**src/hdl/flash_fanout_pkg.sv**
```systemverilog
package flash_fanout_pkg;
  localparam int          addr_w        = 21;
  localparam int          data_w        = 16;
  localparam int          lane_w        = 8;
  localparam int          lanes         = 2;
  localparam logic [20:0] unlock1_addr  = 21'h000555;
  localparam logic [20:0] unlock2_addr  = 21'h0002aa;
  localparam logic [7:0]  unlock1_data  = 8'haa;
  localparam logic [7:0]  unlock2_data  = 8'h55;
  localparam logic [7:0]  program_cmd   = 8'ha0;
  localparam logic [7:0]  erase_cmd     = 8'h80;
  localparam logic [7:0]  sector_cfm    = 8'h30;
  localparam logic [7:0]  chip_cfm      = 8'h10;
  localparam int          polling_data_bit = 7;
  localparam int          clk_ns        = 50;
  // write pulse and high time, least figures
  localparam int          wp_ns         = 50;
  localparam int          wph_ns        = 20;
  localparam int          wp_cyc        = (wp_ns + clk_ns - 1) / clk_ns;
  localparam int          wph_cyc       = (wph_ns + clk_ns - 1) / clk_ns;
  localparam int          rd_ns         = 150;
  localparam int          rd_cyc        = (rd_ns + clk_ns - 1) / clk_ns;
  localparam logic [1:0]  op_program    = 2'h0;
  localparam logic [1:0]  op_sector     = 2'h1;
  localparam logic [1:0]  op_chip       = 2'h2;
endpackage : flash_fanout_pkg

```
**src/hdl/flash_bus_cycle.sv**
```systemverilog
`timescale 1ns/1ps
// one write or read cycle on the flash pins
module flash_bus_cycle (
  input  wire logic        clock,
  input  wire logic        nrst,
  input  wire logic        start,
  input  wire logic        is_write,
  output logic             we_n,
  output logic             oe_n,
  output logic             sample,
  output logic             done
);
  logic [3:0] cnt;
  logic       busy;
  logic       phase;
  wire  [3:0] hi_len = 4'(flash_fanout_pkg::wph_cyc);
  wire  [3:0] lo_len = is_write ? 4'(flash_fanout_pkg::wp_cyc)
                                : 4'(flash_fanout_pkg::rd_cyc);
  always_ff @(posedge clock or negedge nrst) begin
    if (!nrst) begin
      busy   <= 1'b0;
      phase  <= 1'b0;
      cnt    <= 4'h0;
      we_n   <= 1'b1;
      oe_n   <= 1'b1;
      sample <= 1'b0;
      done   <= 1'b0;
    end else begin
      sample <= 1'b0;
      done   <= 1'b0;
      if (!busy && start) begin
        busy  <= 1'b1;
        phase <= 1'b0;
        cnt   <= lo_len;
        we_n  <= ~is_write;
        oe_n  <= is_write;
      end else if (busy && !phase) begin
        if (cnt == 4'h1) begin
          we_n   <= 1'b1;
          oe_n   <= 1'b1;
          sample <= oe_n == 1'b0;
          phase  <= 1'b1;
          cnt    <= hi_len;
        end else begin
          cnt <= cnt - 4'h1;
        end
      end else if (busy) begin
        // high time keeps the next write pulse apart
        if (cnt == 4'h1) begin
          busy <= 1'b0;
          done <= 1'b1;
        end else begin
          cnt <= cnt - 4'h1;
        end
      end
    end
  end
endmodule : flash_bus_cycle

```
**src/hdl/flash_fanout_host.sv**
```systemverilog
`timescale 1ns/1ps
// Behaviour
// - 8-bit commands repeated in both lanes
// - single-lane operation writes one device only
// - poll each busy lane separately
// - program ends A0 at 555, then data
// - erase uses 55 at 2AA, 30/10
module flash_fanout_host (
  input  wire logic        clock,
  input  wire logic        nrst,
  input  wire logic        op_valid,
  input  wire logic [1:0]  op_kind,
  input  wire logic [1:0]  op_lanes,
  input  wire logic [20:0] op_addr,
  input  wire logic [15:0] op_data,
  output logic             op_ready,
  output logic             op_done,
  output logic [1:0]       lane_busy,
  output logic [20:0]      flash_addr,
  output logic [15:0]      flash_dq_out,
  output logic             flash_dq_oe,
  input  wire logic [15:0] flash_dq_in,
  output logic [1:0]       flash_ce_n,
  output logic             flash_we_n,
  output logic             flash_oe_n,
  output logic             flash_reset_n
);
  typedef enum {st_idle, st_cmd, st_wait, st_poll, st_pwait} state_e;
  state_e      state;
  logic [2:0]  step;
  logic [1:0]  kind;
  logic [20:0] target;
  logic [15:0] value;
  logic [1:0]  pending;
  logic        lane_sel;
  logic [15:0] dq_meta;
  logic [15:0] dq_sync;
  logic [7:0]  poll_byte;
  logic        cyc_start;
  logic        cyc_write;
  logic        cyc_sample;
  logic        cyc_done;
  logic        we_n_c;
  logic        oe_n_c;

  // command addresses, declared ahead of the sequence table using them
  localparam logic [20:0] unlock1_a = flash_fanout_pkg::unlock1_addr;
  localparam logic [20:0] unlock2_a = flash_fanout_pkg::unlock2_addr;

  function automatic logic [28:0] seq_word(input logic [1:0] k,
      input logic [2:0] s, input logic [20:0] a, input logic [7:0] d);
    logic [28:0] w;
    w = {unlock1_a, flash_fanout_pkg::unlock1_data};
    unique case (s)
      3'h0: w = {unlock1_a, flash_fanout_pkg::unlock1_data};
      3'h1: w = {unlock2_a, flash_fanout_pkg::unlock2_data};
      3'h2: w = (k == flash_fanout_pkg::op_program)
              ? {unlock1_a, flash_fanout_pkg::program_cmd}
              : {unlock1_a, flash_fanout_pkg::erase_cmd};
      3'h3: w = (k == flash_fanout_pkg::op_program)
              ? {a, d} : {unlock1_a, flash_fanout_pkg::unlock1_data};
      3'h4: w = {unlock2_a, flash_fanout_pkg::unlock2_data};
      default: w = (k == flash_fanout_pkg::op_sector)
              ? {a, flash_fanout_pkg::sector_cfm}
              : {unlock1_a, flash_fanout_pkg::chip_cfm};
    endcase
    return w;
  endfunction : seq_word

  // chip enables that select one lane alone for a status read
  function automatic logic [1:0] lane_ce(input logic l);
    return ~(2'h1 << l);
  endfunction : lane_ce

  // per-lane byte; program data differs per lane, commands repeat
  wire [28:0] word_lo = seq_word(kind, step, target, value[7:0]);
  wire [28:0] word_hi = seq_word(kind, step, target, value[15:8]);
  wire [2:0]  last_step = (kind == flash_fanout_pkg::op_program)
                          ? 3'h3 : 3'h5;
  wire [7:0]  lane_rd = lane_sel ? dq_sync[15:8] : dq_sync[7:0];
  wire [7:0]  lane_wr = lane_sel ? value[15:8] : value[7:0];
  // program busy while bit 7 reads back inverted; erase busy until
  // the erased byte shows bit 7 set
  wire        still_busy = (poll_byte[flash_fanout_pkg::polling_data_bit]
                 != lane_wr[flash_fanout_pkg::polling_data_bit]);
  wire        erase_done = (poll_byte[flash_fanout_pkg::polling_data_bit]
                            == 1'b1);
  wire        lane_busy_now = (kind == flash_fanout_pkg::op_program)
                              ? still_busy : !erase_done;
  // finished lane leaves the pending set; lane 1 follows lane 0
  wire [1:0]  next_pending = pending & ~(2'h1 << lane_sel);
  wire        next_lane = next_pending[1] & ~next_pending[0];

  assign cyc_write = (state == st_cmd);
  assign cyc_start = (state == st_cmd) || (state == st_poll);

  flash_bus_cycle u_cycle (
    .clock    (clock),
    .nrst     (nrst),
    .start    (cyc_start),
    .is_write (cyc_write),
    .we_n     (we_n_c),
    .oe_n     (oe_n_c),
    .sample   (cyc_sample),
    .done     (cyc_done)
  );

  // pin data crosses in from outside the clock domain
  always_ff @(posedge clock or negedge nrst) begin
    if (!nrst) begin
      dq_meta <= 16'h0000;
      dq_sync <= 16'h0000;
    end else begin
      dq_meta <= flash_dq_in;
      dq_sync <= dq_meta;
    end
  end

  // status byte kept from inside the read strobe, before the lane
  // floats; judged only once the cycle timer reports done
  always_ff @(posedge clock or negedge nrst) begin
    if (!nrst) begin
      poll_byte <= 8'h00;
    end else if (cyc_sample) begin
      poll_byte <= lane_rd;
    end
  end

  // strobes trail the cycle timer by a clock, so address, data and
  // chip enables are already steady when a strobe falls
  always_ff @(posedge clock or negedge nrst) begin
    if (!nrst) begin
      flash_we_n    <= 1'b1;
      flash_oe_n    <= 1'b1;
      flash_reset_n <= 1'b0;
    end else begin
      flash_we_n    <= we_n_c;
      flash_oe_n    <= oe_n_c;
      flash_reset_n <= 1'b1;
    end
  end

  always_ff @(posedge clock or negedge nrst) begin
    if (!nrst) begin
      state         <= st_idle;
      step          <= 3'h0;
      kind          <= flash_fanout_pkg::op_program;
      target        <= 21'h000000;
      value         <= 16'h0000;
      pending       <= 2'h0;
      lane_sel      <= 1'b0;
      op_ready      <= 1'b0;
      op_done       <= 1'b0;
      lane_busy     <= 2'h0;
      flash_addr    <= 21'h000000;
      flash_dq_out  <= 16'h0000;
      flash_dq_oe   <= 1'b0;
      flash_ce_n    <= 2'h3;
    end else begin
      op_done       <= 1'b0;
      op_ready      <= (state == st_idle) && !op_valid;
      unique case (state)
        st_idle: begin
          if (op_valid && op_ready && op_lanes != 2'h0) begin
            kind      <= op_kind;
            target    <= op_addr;
            value     <= op_data;
            pending   <= op_lanes;
            lane_busy <= op_lanes;
            step      <= 3'h0;
            op_ready  <= 1'b0;
            flash_ce_n <= ~op_lanes; // only chosen lanes see writes
            state     <= st_cmd;
          end
        end
        st_cmd: begin
          flash_addr   <= word_lo[28:8];
          flash_dq_out <= {word_hi[7:0], word_lo[7:0]};
          flash_dq_oe  <= 1'b1;
          state        <= st_wait;
        end
        st_wait: begin
          if (cyc_done) begin
            if (step == last_step) begin // starts on last write
              flash_dq_oe <= 1'b0;
              // low lane is read first whenever it took part
              lane_sel    <= ~pending[0];
              flash_ce_n  <= lane_ce(~pending[0]);
              state       <= st_poll;
            end else begin
              step  <= step + 3'h1;
              state <= st_cmd;
            end
          end
        end
        st_poll: begin
          // read at target so program status is valid
          flash_addr <= target;
          state      <= st_pwait;
        end
        st_pwait: begin
          if (cyc_done) begin
            if (lane_busy_now) begin
              state <= st_poll; // this lane alone decides
            end else begin
              lane_busy[lane_sel] <= 1'b0;
              pending             <= next_pending;
              if (next_pending == 2'h0) begin
                flash_ce_n <= 2'h3;
                op_done    <= 1'b1;
                state      <= st_idle;
              end else begin
                lane_sel   <= next_lane;
                flash_ce_n <= lane_ce(next_lane);
                state      <= st_poll;
              end
            end
          end
        end
      endcase
    end
  end
endmodule : flash_fanout_host

```
**config.mk**
```make
export PLATFORM = sky130hd
export DESIGN_NAME = flash_fanout_host
export DESIGN_NICKNAME = d
export VERILOG_FILES = /design/src/hdl/flash_fanout_pkg.sv /design/src/hdl/flash_bus_cycle.sv /design/src/hdl/flash_fanout_host.sv
export SDC_FILE = /design/constraint.sdc
export NUM_CORES = 1
export LEC_CHECK = 0
export ABC_AREA = 0
export CAP_MARGIN = 20
export CORE_AREA = 2 2 94 96
export DETAILED_ROUTE_END_ITERATION = 6
export DIE_AREA = 0 0 96 98
export DONT_BUFFER_PORTS = 1
export PLACE_DENSITY = 0.84
export SLEW_MARGIN = 20
export SYNTH_ARGS = -nofsm -noshare
export SYNTH_HDL_FRONTEND = slang
export SYNTH_SLANG_ARGS = --single-unit
```
**constraint.sdc**
```tcl
create_clock -name clock -period 2.84 [get_ports clock]
set_clock_uncertainty 0.15 [all_clocks]
set_input_delay 0.284 -clock clock [delete_from_list [all_inputs] [get_ports clock]]
set_output_delay 0.284 -clock clock [all_outputs]
set_load 0.01 [all_outputs]
```
==> run_results.csv, run 1 <==
group,metric,value,unit
run_status,status,"finished with violations",
run_status,violations,"hold timing",
logic_synthesis,synth_top_cell_area_share,0.5310,
drt,vias,3842,
die,pin_count,107,
setup_path,worstPathArrival,2.73,ns
timing,fin_tns_setup,0,ns
hold_path,hold_path_class,"primary input to async pin",
drt,drc,0,
logic_synthesis,synthXorXnorAreaFrac,0.008935,
logic_synthesis,synth-edff-count,0,
layout,num_antenna_cells,0,
clock_tree,cts_tree,"done",
timing,drv_slew,0,
placed_design,io_buffer_count,0,
timing,rsz0062_at_grt,"false",
drt,viasPerCell,5.893,
logic_synthesis,synth_compound_area_frac,0.1519,
placed_design,routabilityCongestion,0.8141,
logic_synthesis,synth_fa_ha_area_frac,0.01787,
drt,wl_per_cell,17.34,um
clock_tree,clkSinkCount,110,
run,max-cap-violations,0,
logic_synthesis,yosysMostFrequentCell,"nand2_1",
setup_path,cp_max_fo,10,
logic_synthesis,syn_area,4901,um^2
die,rows,34,
layout,area_growth,15.93,%
global_routing,grt_pass1_wl,18.80,mm
timing,max_freq,0.3872,GHz
power_and_ir_drop,p_per_area,1049,nW/um^2
die,die_h,98,um
clock_tree,postCtsHoldBufs,44,
global_routing,grt_start_max_net_pins,111,
timing,setup_violations,0,
setup_path,cp.required,2.99,ns
setup_path,critPathKind,"flop to flop",
clock_tree,cts_buffer_depth,2,
die,fp.dieW,96,um
die,core_area,8466,um^2
die,fp.dieArea,9408,um^2
timing,max-slew-margin-rel,0.4871,
logic_synthesis,yosysTopAreaCell,"dfrtp_1",
clock_tree,clkLatencyLatePin,0.38,ns
setup_path,start_kind,"flop",
logic_synthesis,ys_top_cells_by_area,"dfrtp_1, nand2_1, dfstp_2, o21ai_0, nor2_1",
logic_synthesis,synth.area.mux_share,0.02757,
timing,finalCritPeriodShare,0.9093,
global_routing,global_route.usage.total,0.2566,
drt,wl,11.31,mm
layout,drive_gt1_frac,0.08640,
timing,worst_slew_pin_slew,0.7693,ns
drt,dr.first_iter.drc_count,275,
power_and_ir_drop,irDropWorstVdd,0.4831,mV
clock_tree,cts_buffers,9,
logic_synthesis,yosysWarnings,0,
timing,hold_ws,-0.5670,ns
layout,nets,606,
placed_design,dpl.hpwl,7.200,mm
clock_tree,path_clk_slew,0.13,ns
timing,finalHoldViolations,110,
power_and_ir_drop,p_leak,2.626,nW
clock_tree,cts_root_buf,"clkbuf_8",
logic_synthesis,synth_common_cells,"nand2_1, dfrtp_1, nor2_1",
logic_synthesis,postSynthAreaPerCell,9.782,um^2
logic_synthesis,synth_seq_area_share,0.5632,
timing,fin_crit,2.582,ns
logic_synthesis,synth_cell_types,54,
logic_synthesis,synth_top_family_by_area,"simple AND/OR/NAND/NOR gates",
global_routing,grt_pass1_vias,3856,
logic_synthesis,ys.flop_type,"dfrtp_1",
logic_synthesis,ys_seq_elements,110,
drt,antenna_left,0,
global_routing,antenna_found_initial,0,
drt,drt-pass1-iter-count,5,
logic_synthesis,syn_inst,501,
clock_tree,htree_num_levels,3,
placed_design,post-place-cells,592,
global_routing,gr-total-overflow,0,
die,floorplan.initialDensity,0.5789,
layout,stdcell_count,652,
setup_path,critical_path.endpoint_type,"flop",
logic_synthesis,yosys.area_share.simple,0.2002,
logic_synthesis,synth_nets,568,
logic_synthesis,postSynth.asyncResetShare,1.000,
-- timing repair --
| item | CTS | global route |
|---|---|---|
| hold endpoints to repair | 156 | 110 |
| buffers inserted | 0 | 0 |
| resized for setup | 0 | 0 |
-- sequential cells by signal, indices dropped and copies added (netlist names), 2 cells and up --
name and flops:
dq_meta 2, dq_sync 2, flash_addr 21, flash_ce_n 2, flash_dq_out 16, kind 2
lane_busy 2, pending 2, state 3, step 3, target 21, u_cycle.cnt 4
value 16
-- through the flow --
stage / util / instance area, um^2 / setup slack [ns] / hold slack (ns) / power [mW]
final: 0.6712 / 5682 / 0.2575 / -0.5670 / 5.960
after global routing: 0.6712 / 5682 / 0.1535 / -0.5941 / 6.390
after CTS: 0.6712 / 5682 / 0.2904 / -0.5844 / 5.940
after detailed placement: 0.5910 / 5004 / 0.3296 / -0.1596 / 4.798
after global placement: 0.5910 / 5004 / 0.3872 / -0.1597 / 4.660
after floorplan: - / 4901 / 0.6617 / -0.1616 / 4.264
-- area by class of cell --
class,instances,area (um^2)
Clock buffer,9,123.9
Sequential cell,110,2760
Fill cell,639,2784
Multi-Input combinational cell,354,1996
Inverter,10,37.54
Timing Repair Buffer,54,515.5
Tap cell,108,135.1
Clock inverter,7,113.9
-- report_power, final --
group	total (mW)	leakage, nW	internal (mW)	switching, mW
Clock	1.09	0.119	0.519	0.571
Combinational	2.00	1.14	0.828	1.17
Sequential	2.87	1.37	2.20	0.674
Total	5.96	2.63	3.54	2.42
-- worst max-delay path, stage by stage (launching register included) --
cell and delay (ns):
dfrtp_1 0.45, inv_1 0.12, ha_1 0.20, or3b_1 0.42, a21oi_4 0.30, mux2i_2 0.15, o31ai_4 0.51, a22o_1 0.21
-- per-layer routing --
| layer | up-vias | GRT usage | part of all wire |
|---|---|---|---|
| li1 | 1791 | - | - |
| met1 | 1875 | 0.3413 | 0.40 |
| met2 | 155 | 0.4087 | 0.50 |
| met3 | 21 | 0.05941 | 0.076 |
| met4 | 0 | 0.1000 | 0.023 |
| met5 | - | 0 | 0 |
-- placed cells by master, fill, tap and decap left out, types with 4 or more instances in the layout --
master         instances
a211oi_1               7
a21o_1                 8
a21oi_1               19
a221oi_1               4
a22o_1                12
buf_4                 10
clkbuf_8               9
dfrtp_1              104
dfstp_2                6
dlygate4sd3_1         44
ha_1                   7
inv_1                 10
mux2_2                 9
nand2_1              127
nand2b_1               9
nand3_1                7
nor2_1                34
nor3_1                20
nor3b_1                4
o211ai_1               4
o21ai_0               29
o31ai_1                5
-- worst paths after layout --
kind	start	to	slack, ns	depth (start not counted)
worst min register to register	dq_meta[7]$_DFF_PN0_	dq_sync[7]$_DFF_PN0_	0.21	0
max in group asynchronous	nrst	flash_oe_n$_DFF_PN1_	2.87	0
worst max register to register	step[1]$_DFFE_PN0P_	flash_addr[12]$_DFFE_PN0P_	0.26	7
worst max-delay path	step[1]$_DFFE_PN0P_	flash_addr[12]$_DFFE_PN0P_	0.26	7
worst min-delay path	nrst	flash_addr[13]$_DFFE_PN0P_	-0.57	0
min in group clock	op_lanes[0]	flash_ce_n[0]$_DFFE_PN1P_	0.09	2
-- cells by family (layout without fill, tap and decap cells) --
kind of cell | count (synthesis) | after routing
flip-flops | 110 | 110
multiplexers | 12 | 12
XOR/XNOR | 5 | 5
adder cells (fa/ha/maj) | 7 | 7
other | 1 | 1
AND/OR/NAND/NOR | 221 | 221
buffers and inverters | 37 | 80
AO/OA/AOI/OAI | 108 | 108
(Power assumes the default switching activity.)
==> run 2, diff against run 1 <==
- CTS_BUF_LIST: not set -> sky130_fd_sc_hd__clkbuf_16
==> run_results.csv, run 2 (synthesis results as in run 1) <==
group,metric,value,unit
run_status,violations,"hold timing",
setup_path,start_kind,"flop",
die,floorplan.initialDensity,0.5789,
setup_path,cp_max_fo,10,
run_status,status,"finished with violations",
setup_path,critical_path.endpoint_type,"flop",
clock_tree,clkSinkCount,110,
power_and_ir_drop,internal_power,3.823,mW
drt,antenna_left,0,
clock_tree,cts_root_buf,"clkbuf_16",
layout,nets,606,
clock_tree,postCtsHoldBufs,44,
timing,drv_slew,0,
global_routing,gr-total-overflow,0,
layout,drive_gt1_frac,0.08640,
layout,final_common_cell,"nand2_1",
power_and_ir_drop,p_seq_frac,0.457,
layout,final_cell_mix,"nand2_1, dfrtp_1, dlygate4sd3_1",
die,fp.dieW,96,um
timing,max_freq,0.3952,GHz
layout,largestRegisters,"flash_addr x21, target x21",
layout,area_growth,18.00,%
global_routing,grt_start_max_net_pins,111,
timing,max-slew-margin-rel,0.4948,
clock_tree,cts_resized,0,
setup_path,cp.required,2.97,ns
drt,vias,3893,
clock_tree,cts_buffer_depth,2,
setup_path,worstPathArrival,2.66,ns
layout,stdcell_area,5783,um^2
die,die_h,98,um
clock_tree,post_cts_buffers,0,
hold_path,hold_path_class,"primary input to async pin",
power_and_ir_drop,irDropWorstVdd,0.4726,mV
placed_design,routabilityCongestion,0.8141,
die,core_area,8466,um^2
power_and_ir_drop,p_sw,2.473,mW
power_and_ir_drop,total_power,6.296,mW
timing,setup_violations,0,
timing,fin_tns_setup,0,ns
global_routing,grt_pass1_wl,18.87,mm
timing,hold_ws,-0.5300,ns
global_routing,global_route.usage.total,0.2585,
power_and_ir_drop,p_leak,2.672,nW
placed_design,dpl.hpwl,7.200,mm
layout,num_antenna_cells,0,
drt,drt-pass1-iter-count,5,
placed_design,io_buffer_count,0,
die,rows,34,
timing,finalHoldViolations,110,
clock_tree,htree_num_levels,3,
die,pin_count,107,
clock_tree,path_clk_slew,0.09,ns
timing,fin_crit,2.530,ns
clock_tree,cts_buffers,9,
power_and_ir_drop,clkPwrFrac,0.225,
global_routing,grt_pass1_vias,3843,
drt,wl_per_cell,17.56,um
power_and_ir_drop,p_per_area,1089,nW/um^2
setup_path,critPathKind,"flop to flop",
global_routing,antenna_found_initial,0,
clock_tree,clkLatencyLatePin,0.35,ns
timing,finalCritPeriodShare,0.8909,
layout,fin_util,0.6831,
drt,dr.first_iter.drc_count,265,
placed_design,dpl-instance-area,5004,um^2
power_and_ir_drop,pwr-share-comb,0.319,
run,max-cap-violations,0,
clock_tree,cts_tree,"done",
drt,drc,0,
drt,viasPerCell,5.971,
drt,wl,11.45,mm
timing,worst_slew_pin_slew,0.7578,ns
die,fp.dieArea,9408,um^2
power_and_ir_drop,swShare,0.3928,
timing,rsz0062_at_grt,"false",
run 2: cell counts in the layout (fill, tap and decap cells not counted):
Identical to the previous run, type by type.
run 2: power by group through the flow:
stage                     registers, mW  clock network, mW  logic, mW
after floorplan                    2.63                  0       1.63
after global placement             2.85                  0       1.81
after detailed placement           2.89                  0       1.91
after CTS                          2.86               1.43       1.98
after global routing               2.96               1.49       2.26
final                              2.88               1.41       2.01
run 2: worst paths after layout:
kind | from | end | cells after the start | slack (ns)
worst max-delay path | step[1]$_DFFE_PN0P_ | flash_addr[20]$_DFFE_PN0P_ | 7 | 0.31
worst min-delay path | nrst | flash_addr[19]$_DFFE_PN0P_ | 0 | -0.53
worst max register to register | step[1]$_DFFE_PN0P_ | flash_addr[20]$_DFFE_PN0P_ | 7 | 0.31
worst min register to register | dq_meta[7]$_DFF_PN0_ | dq_sync[7]$_DFF_PN0_ | 0 | 0.20
max in group asynchronous | nrst | flash_oe_n$_DFF_PN1_ | 0 | 2.85
min in group clock | op_lanes[0] | flash_ce_n[0]$_DFFE_PN1P_ | 2 | 0.11
run 2: critical path, stage by stage (launching register included):
cell	delay, ns
dfrtp_1	0.42
inv_1	0.12
ha_1	0.21
or3b_1	0.42
a21oi_4	0.30
mux2i_2	0.15
o31ai_4	0.50
a22o_1	0.21
run 2: area by class of cell:
type	instances	area (um^2)
clock buffer	9	225.2
clock inverter	7	113.9
fill	620	2683
inverter	10	37.54
multi-input combinational	354	1996
sequential	110	2760
tap	108	135.1
timing repair buffer	54	515.5
run 2: per-layer routing:
metal / track usage / vias to the layer above / wire length (um)
met5: 0 / - / 0
met4: 0.09670 / 0 / 212
met3: 0.06019 / 21 / 801
met2: 0.4241 / 162 / 5903
met1: 0.3328 / 1916 / 4528
li1: - / 1794 / -
run 2: per-stage QoR:
| step | worst slack [ns] | std cells |
|---|---|---|
| global placement | 0.3872 | 592 |
| detailed placement | 0.3296 | 592 |
| finish | 0.3098 | 652 |
| floorplan | 0.6617 | 501 |
| global route | 0.1508 | 652 |
| CTS | 0.3113 | 652 |
==> run 3, diff against run 2 <==
- CORE_AREA: 2 2 94 96 -> 2 2 122 124
- DIE_AREA: 0 0 96 98 -> 0 0 124 126
- PLACE_DENSITY: 0.84 -> 0.58
==> run_results.csv, run 3 (synthesis results as in run 1) <==
group,metric,value,unit
run_status,status,"finished with violations",
run_status,violations,"hold timing",
power_and_ir_drop,p_leak,2.653,nW
setup_path,critPathKind,"flop to flop",
layout,nets,606,
layout,seqCellArea,2760,um^2
die,floorplan.initialDensity,0.3424,
global_routing,grt_pass1_vias,3798,
global_routing,global_route.usage.total,0.1602,
power_and_ir_drop,pwr-share-comb,0.326,
clock_tree,clkSinkCount,110,
layout,num_antenna_cells,0,
timing,rsz0062_at_grt,"false",
drt,dr.first_iter.drc_count,185,
hold_path,hold_path_class,"primary input to async pin",
timing,hold_ws,-0.5233,ns
drt,drc,0,
timing,setup_violations,0,
timing,fin_crit,2.449,ns
power_and_ir_drop,p_per_area,1044,nW/um^2
clock_tree,htree_num_levels,3,
setup_path,crit_path_top_delay_cell,"dfrtp_1",
layout,final_common_cell,"nand2_1",
clock_tree,clkLatencyLatePin,0.35,ns
drt,antenna_left,0,
global_routing,grt_start_max_net_pins,111,
placed_design,routabilityCongestion,0.7941,
power_and_ir_drop,swShare,0.3921,
setup_path,max_stage_delay,0.43,ns
power_and_ir_drop,p_sw,2.386,mW
die,fp.dieArea,15620,um^2
clock_tree,cts_tree,"done",
clock_tree,cts_buffer_depth,2,
clock_tree,cts_resized,0,
timing,max-slew-margin-rel,0.5038,
die,fp.dieW,124,um
layout,largestRegisters,"flash_addr x21, target x21",
drt,wl,11.92,mm
die,die_h,126,um
clock_tree,post_cts_buffers,0,
power_and_ir_drop,internal_power,3.699,mW
clock_tree,postCtsHoldBufs,44,
drt,viasPerCell,5.095,
global_routing,antenna_found_initial,0,
layout,multi_input_area,1996,um^2
placed_design,post-place-cells,668,
setup_path,cp_max_fo,10,
layout,fillers,1449,
setup_path,cp_cell_sequence,"inv_1 -> ha_1 -> or3b_1 -> a21oi_4 -> mux2i_2 -> o31ai_4 -> buf_4 -> a22o_1",
die,pin_count,107,
power_and_ir_drop,clkPwrFrac,0.204,
layout,area_growth,18.87,%
layout,fin_util,0.4070,
setup_path,cp.required,2.97,ns
die,rows,44,
clock_tree,path_clk_slew,0.07,ns
setup_path,start_kind,"flop",
drt,drt-pass1-iter-count,4,
global_routing,grt_pass1_wl,19.41,mm
timing,worst_slew_pin_slew,0.7444,ns
run,max-cap-violations,0,
drt,vias,3709,
setup_path,worstPathArrival,2.58,ns
clock_tree,cts_buffers,9,
drt,wl_per_cell,16.37,um
timing,finalCritPeriodShare,0.8622,
global_routing,gr-total-overflow,0,
setup_path,crit_buf_inv,2,
setup_path,cp_top_family,"compound AO/OA/AOI/OAI gates",
timing,max_freq,0.4084,GHz
timing,drv_slew,0,
power_and_ir_drop,p_seq_frac,0.470,
layout,final_cell_mix,"nand2_1, dfrtp_1, dlygate4sd3_1",
timing,finalHoldViolations,110,
layout,stdcell_count,728,
placed_design,dpl.hpwl,8.010,mm
timing,fin_tns_setup,0,ns
clock_tree,cts_root_buf,"clkbuf_16",
layout,drive_gt1_frac,0.07904,
power_and_ir_drop,irDropWorstVdd,0.3341,mV
placed_design,io_buffer_count,0,
die,core_area,14310,um^2
setup_path,critical_path.endpoint_type,"flop",
-- run 3: changes by cell type in the layout (fill, tap and decap cells not counted) --
cell,change
clkinvlp_4,+1
bufinv_16,-1
inv_6,-2
clkinv_1,+1
inv_8,-1
clkinv_8,-1
inv_1,+3
-- run 3: final timing paths --
| path | endpoint | from | cells past startpoint | slack [ns] |
|---|---|---|---|---|
| hold reg to reg | dq_sync[7]$_DFF_PN0_ | dq_meta[7]$_DFF_PN0_ | 0 | 0.20 |
| max in group asynchronous | u_cycle.oe_n$_DFFE_PN1P_ | nrst | 0 | 2.86 |
| setup / recovery | flash_addr[17]$_DFFE_PN0P_ | step[1]$_DFFE_PN0P_ | 8 | 0.39 |
| min in group clock | flash_ce_n[0]$_DFFE_PN1P_ | op_lanes[0] | 2 | 0.10 |
| setup reg to reg | flash_addr[17]$_DFFE_PN0P_ | step[1]$_DFFE_PN0P_ | 8 | 0.39 |
| hold / removal | lane_busy[1]$_DFFE_PN0P_ | nrst | 0 | -0.52 |
-- run 3: cell type report --
type / count / share of cell area
clock inverter: 7 / 0.01052
timing repair buffer: 54 / 0.08849
multi-input combinational: 354 / 0.3426
clock buffer: 9 / 0.03866
tap: 184 / 0.03952
inverter: 10 / 0.006443
sequential: 110 / 0.4738
-- run 3: per-stage QoR --
| stage | setup WS [ns] | cell area [um^2] | power [mW] |
|---|---|---|---|
| finish | 0.3912 | 5826 | 6.084 |
| global route | 0.2711 | 5826 | 6.575 |
| CTS | 0.3910 | 5826 | 6.147 |
| detailed placement | 0.4192 | 5099 | 4.833 |
| global placement | 0.4616 | 5099 | 4.748 |
| floorplan | 0.6617 | 4901 | 4.264 |
-- run 3: per-layer routing --
layer / GRT usage / vias to the layer above / wire, um
li1: - / 1798 / -
met1: 0.2013 / 1814 / 5155
met2: 0.2663 / 83 / 6004
met3: 0.03533 / 14 / 572
met4: 0.06477 / 0 / 187
met5: 0 / - / 0
-- run 3: power by group through the flow --
stage	combinational (mW)	sequential (mW)	clock, mW
finish	1.99	2.86	1.24
global route	2.27	2.95	1.35
CTS	2.00	2.87	1.28
detailed placement	1.94	2.90	0
global placement	1.87	2.88	0
floorplan	1.63	2.63	0
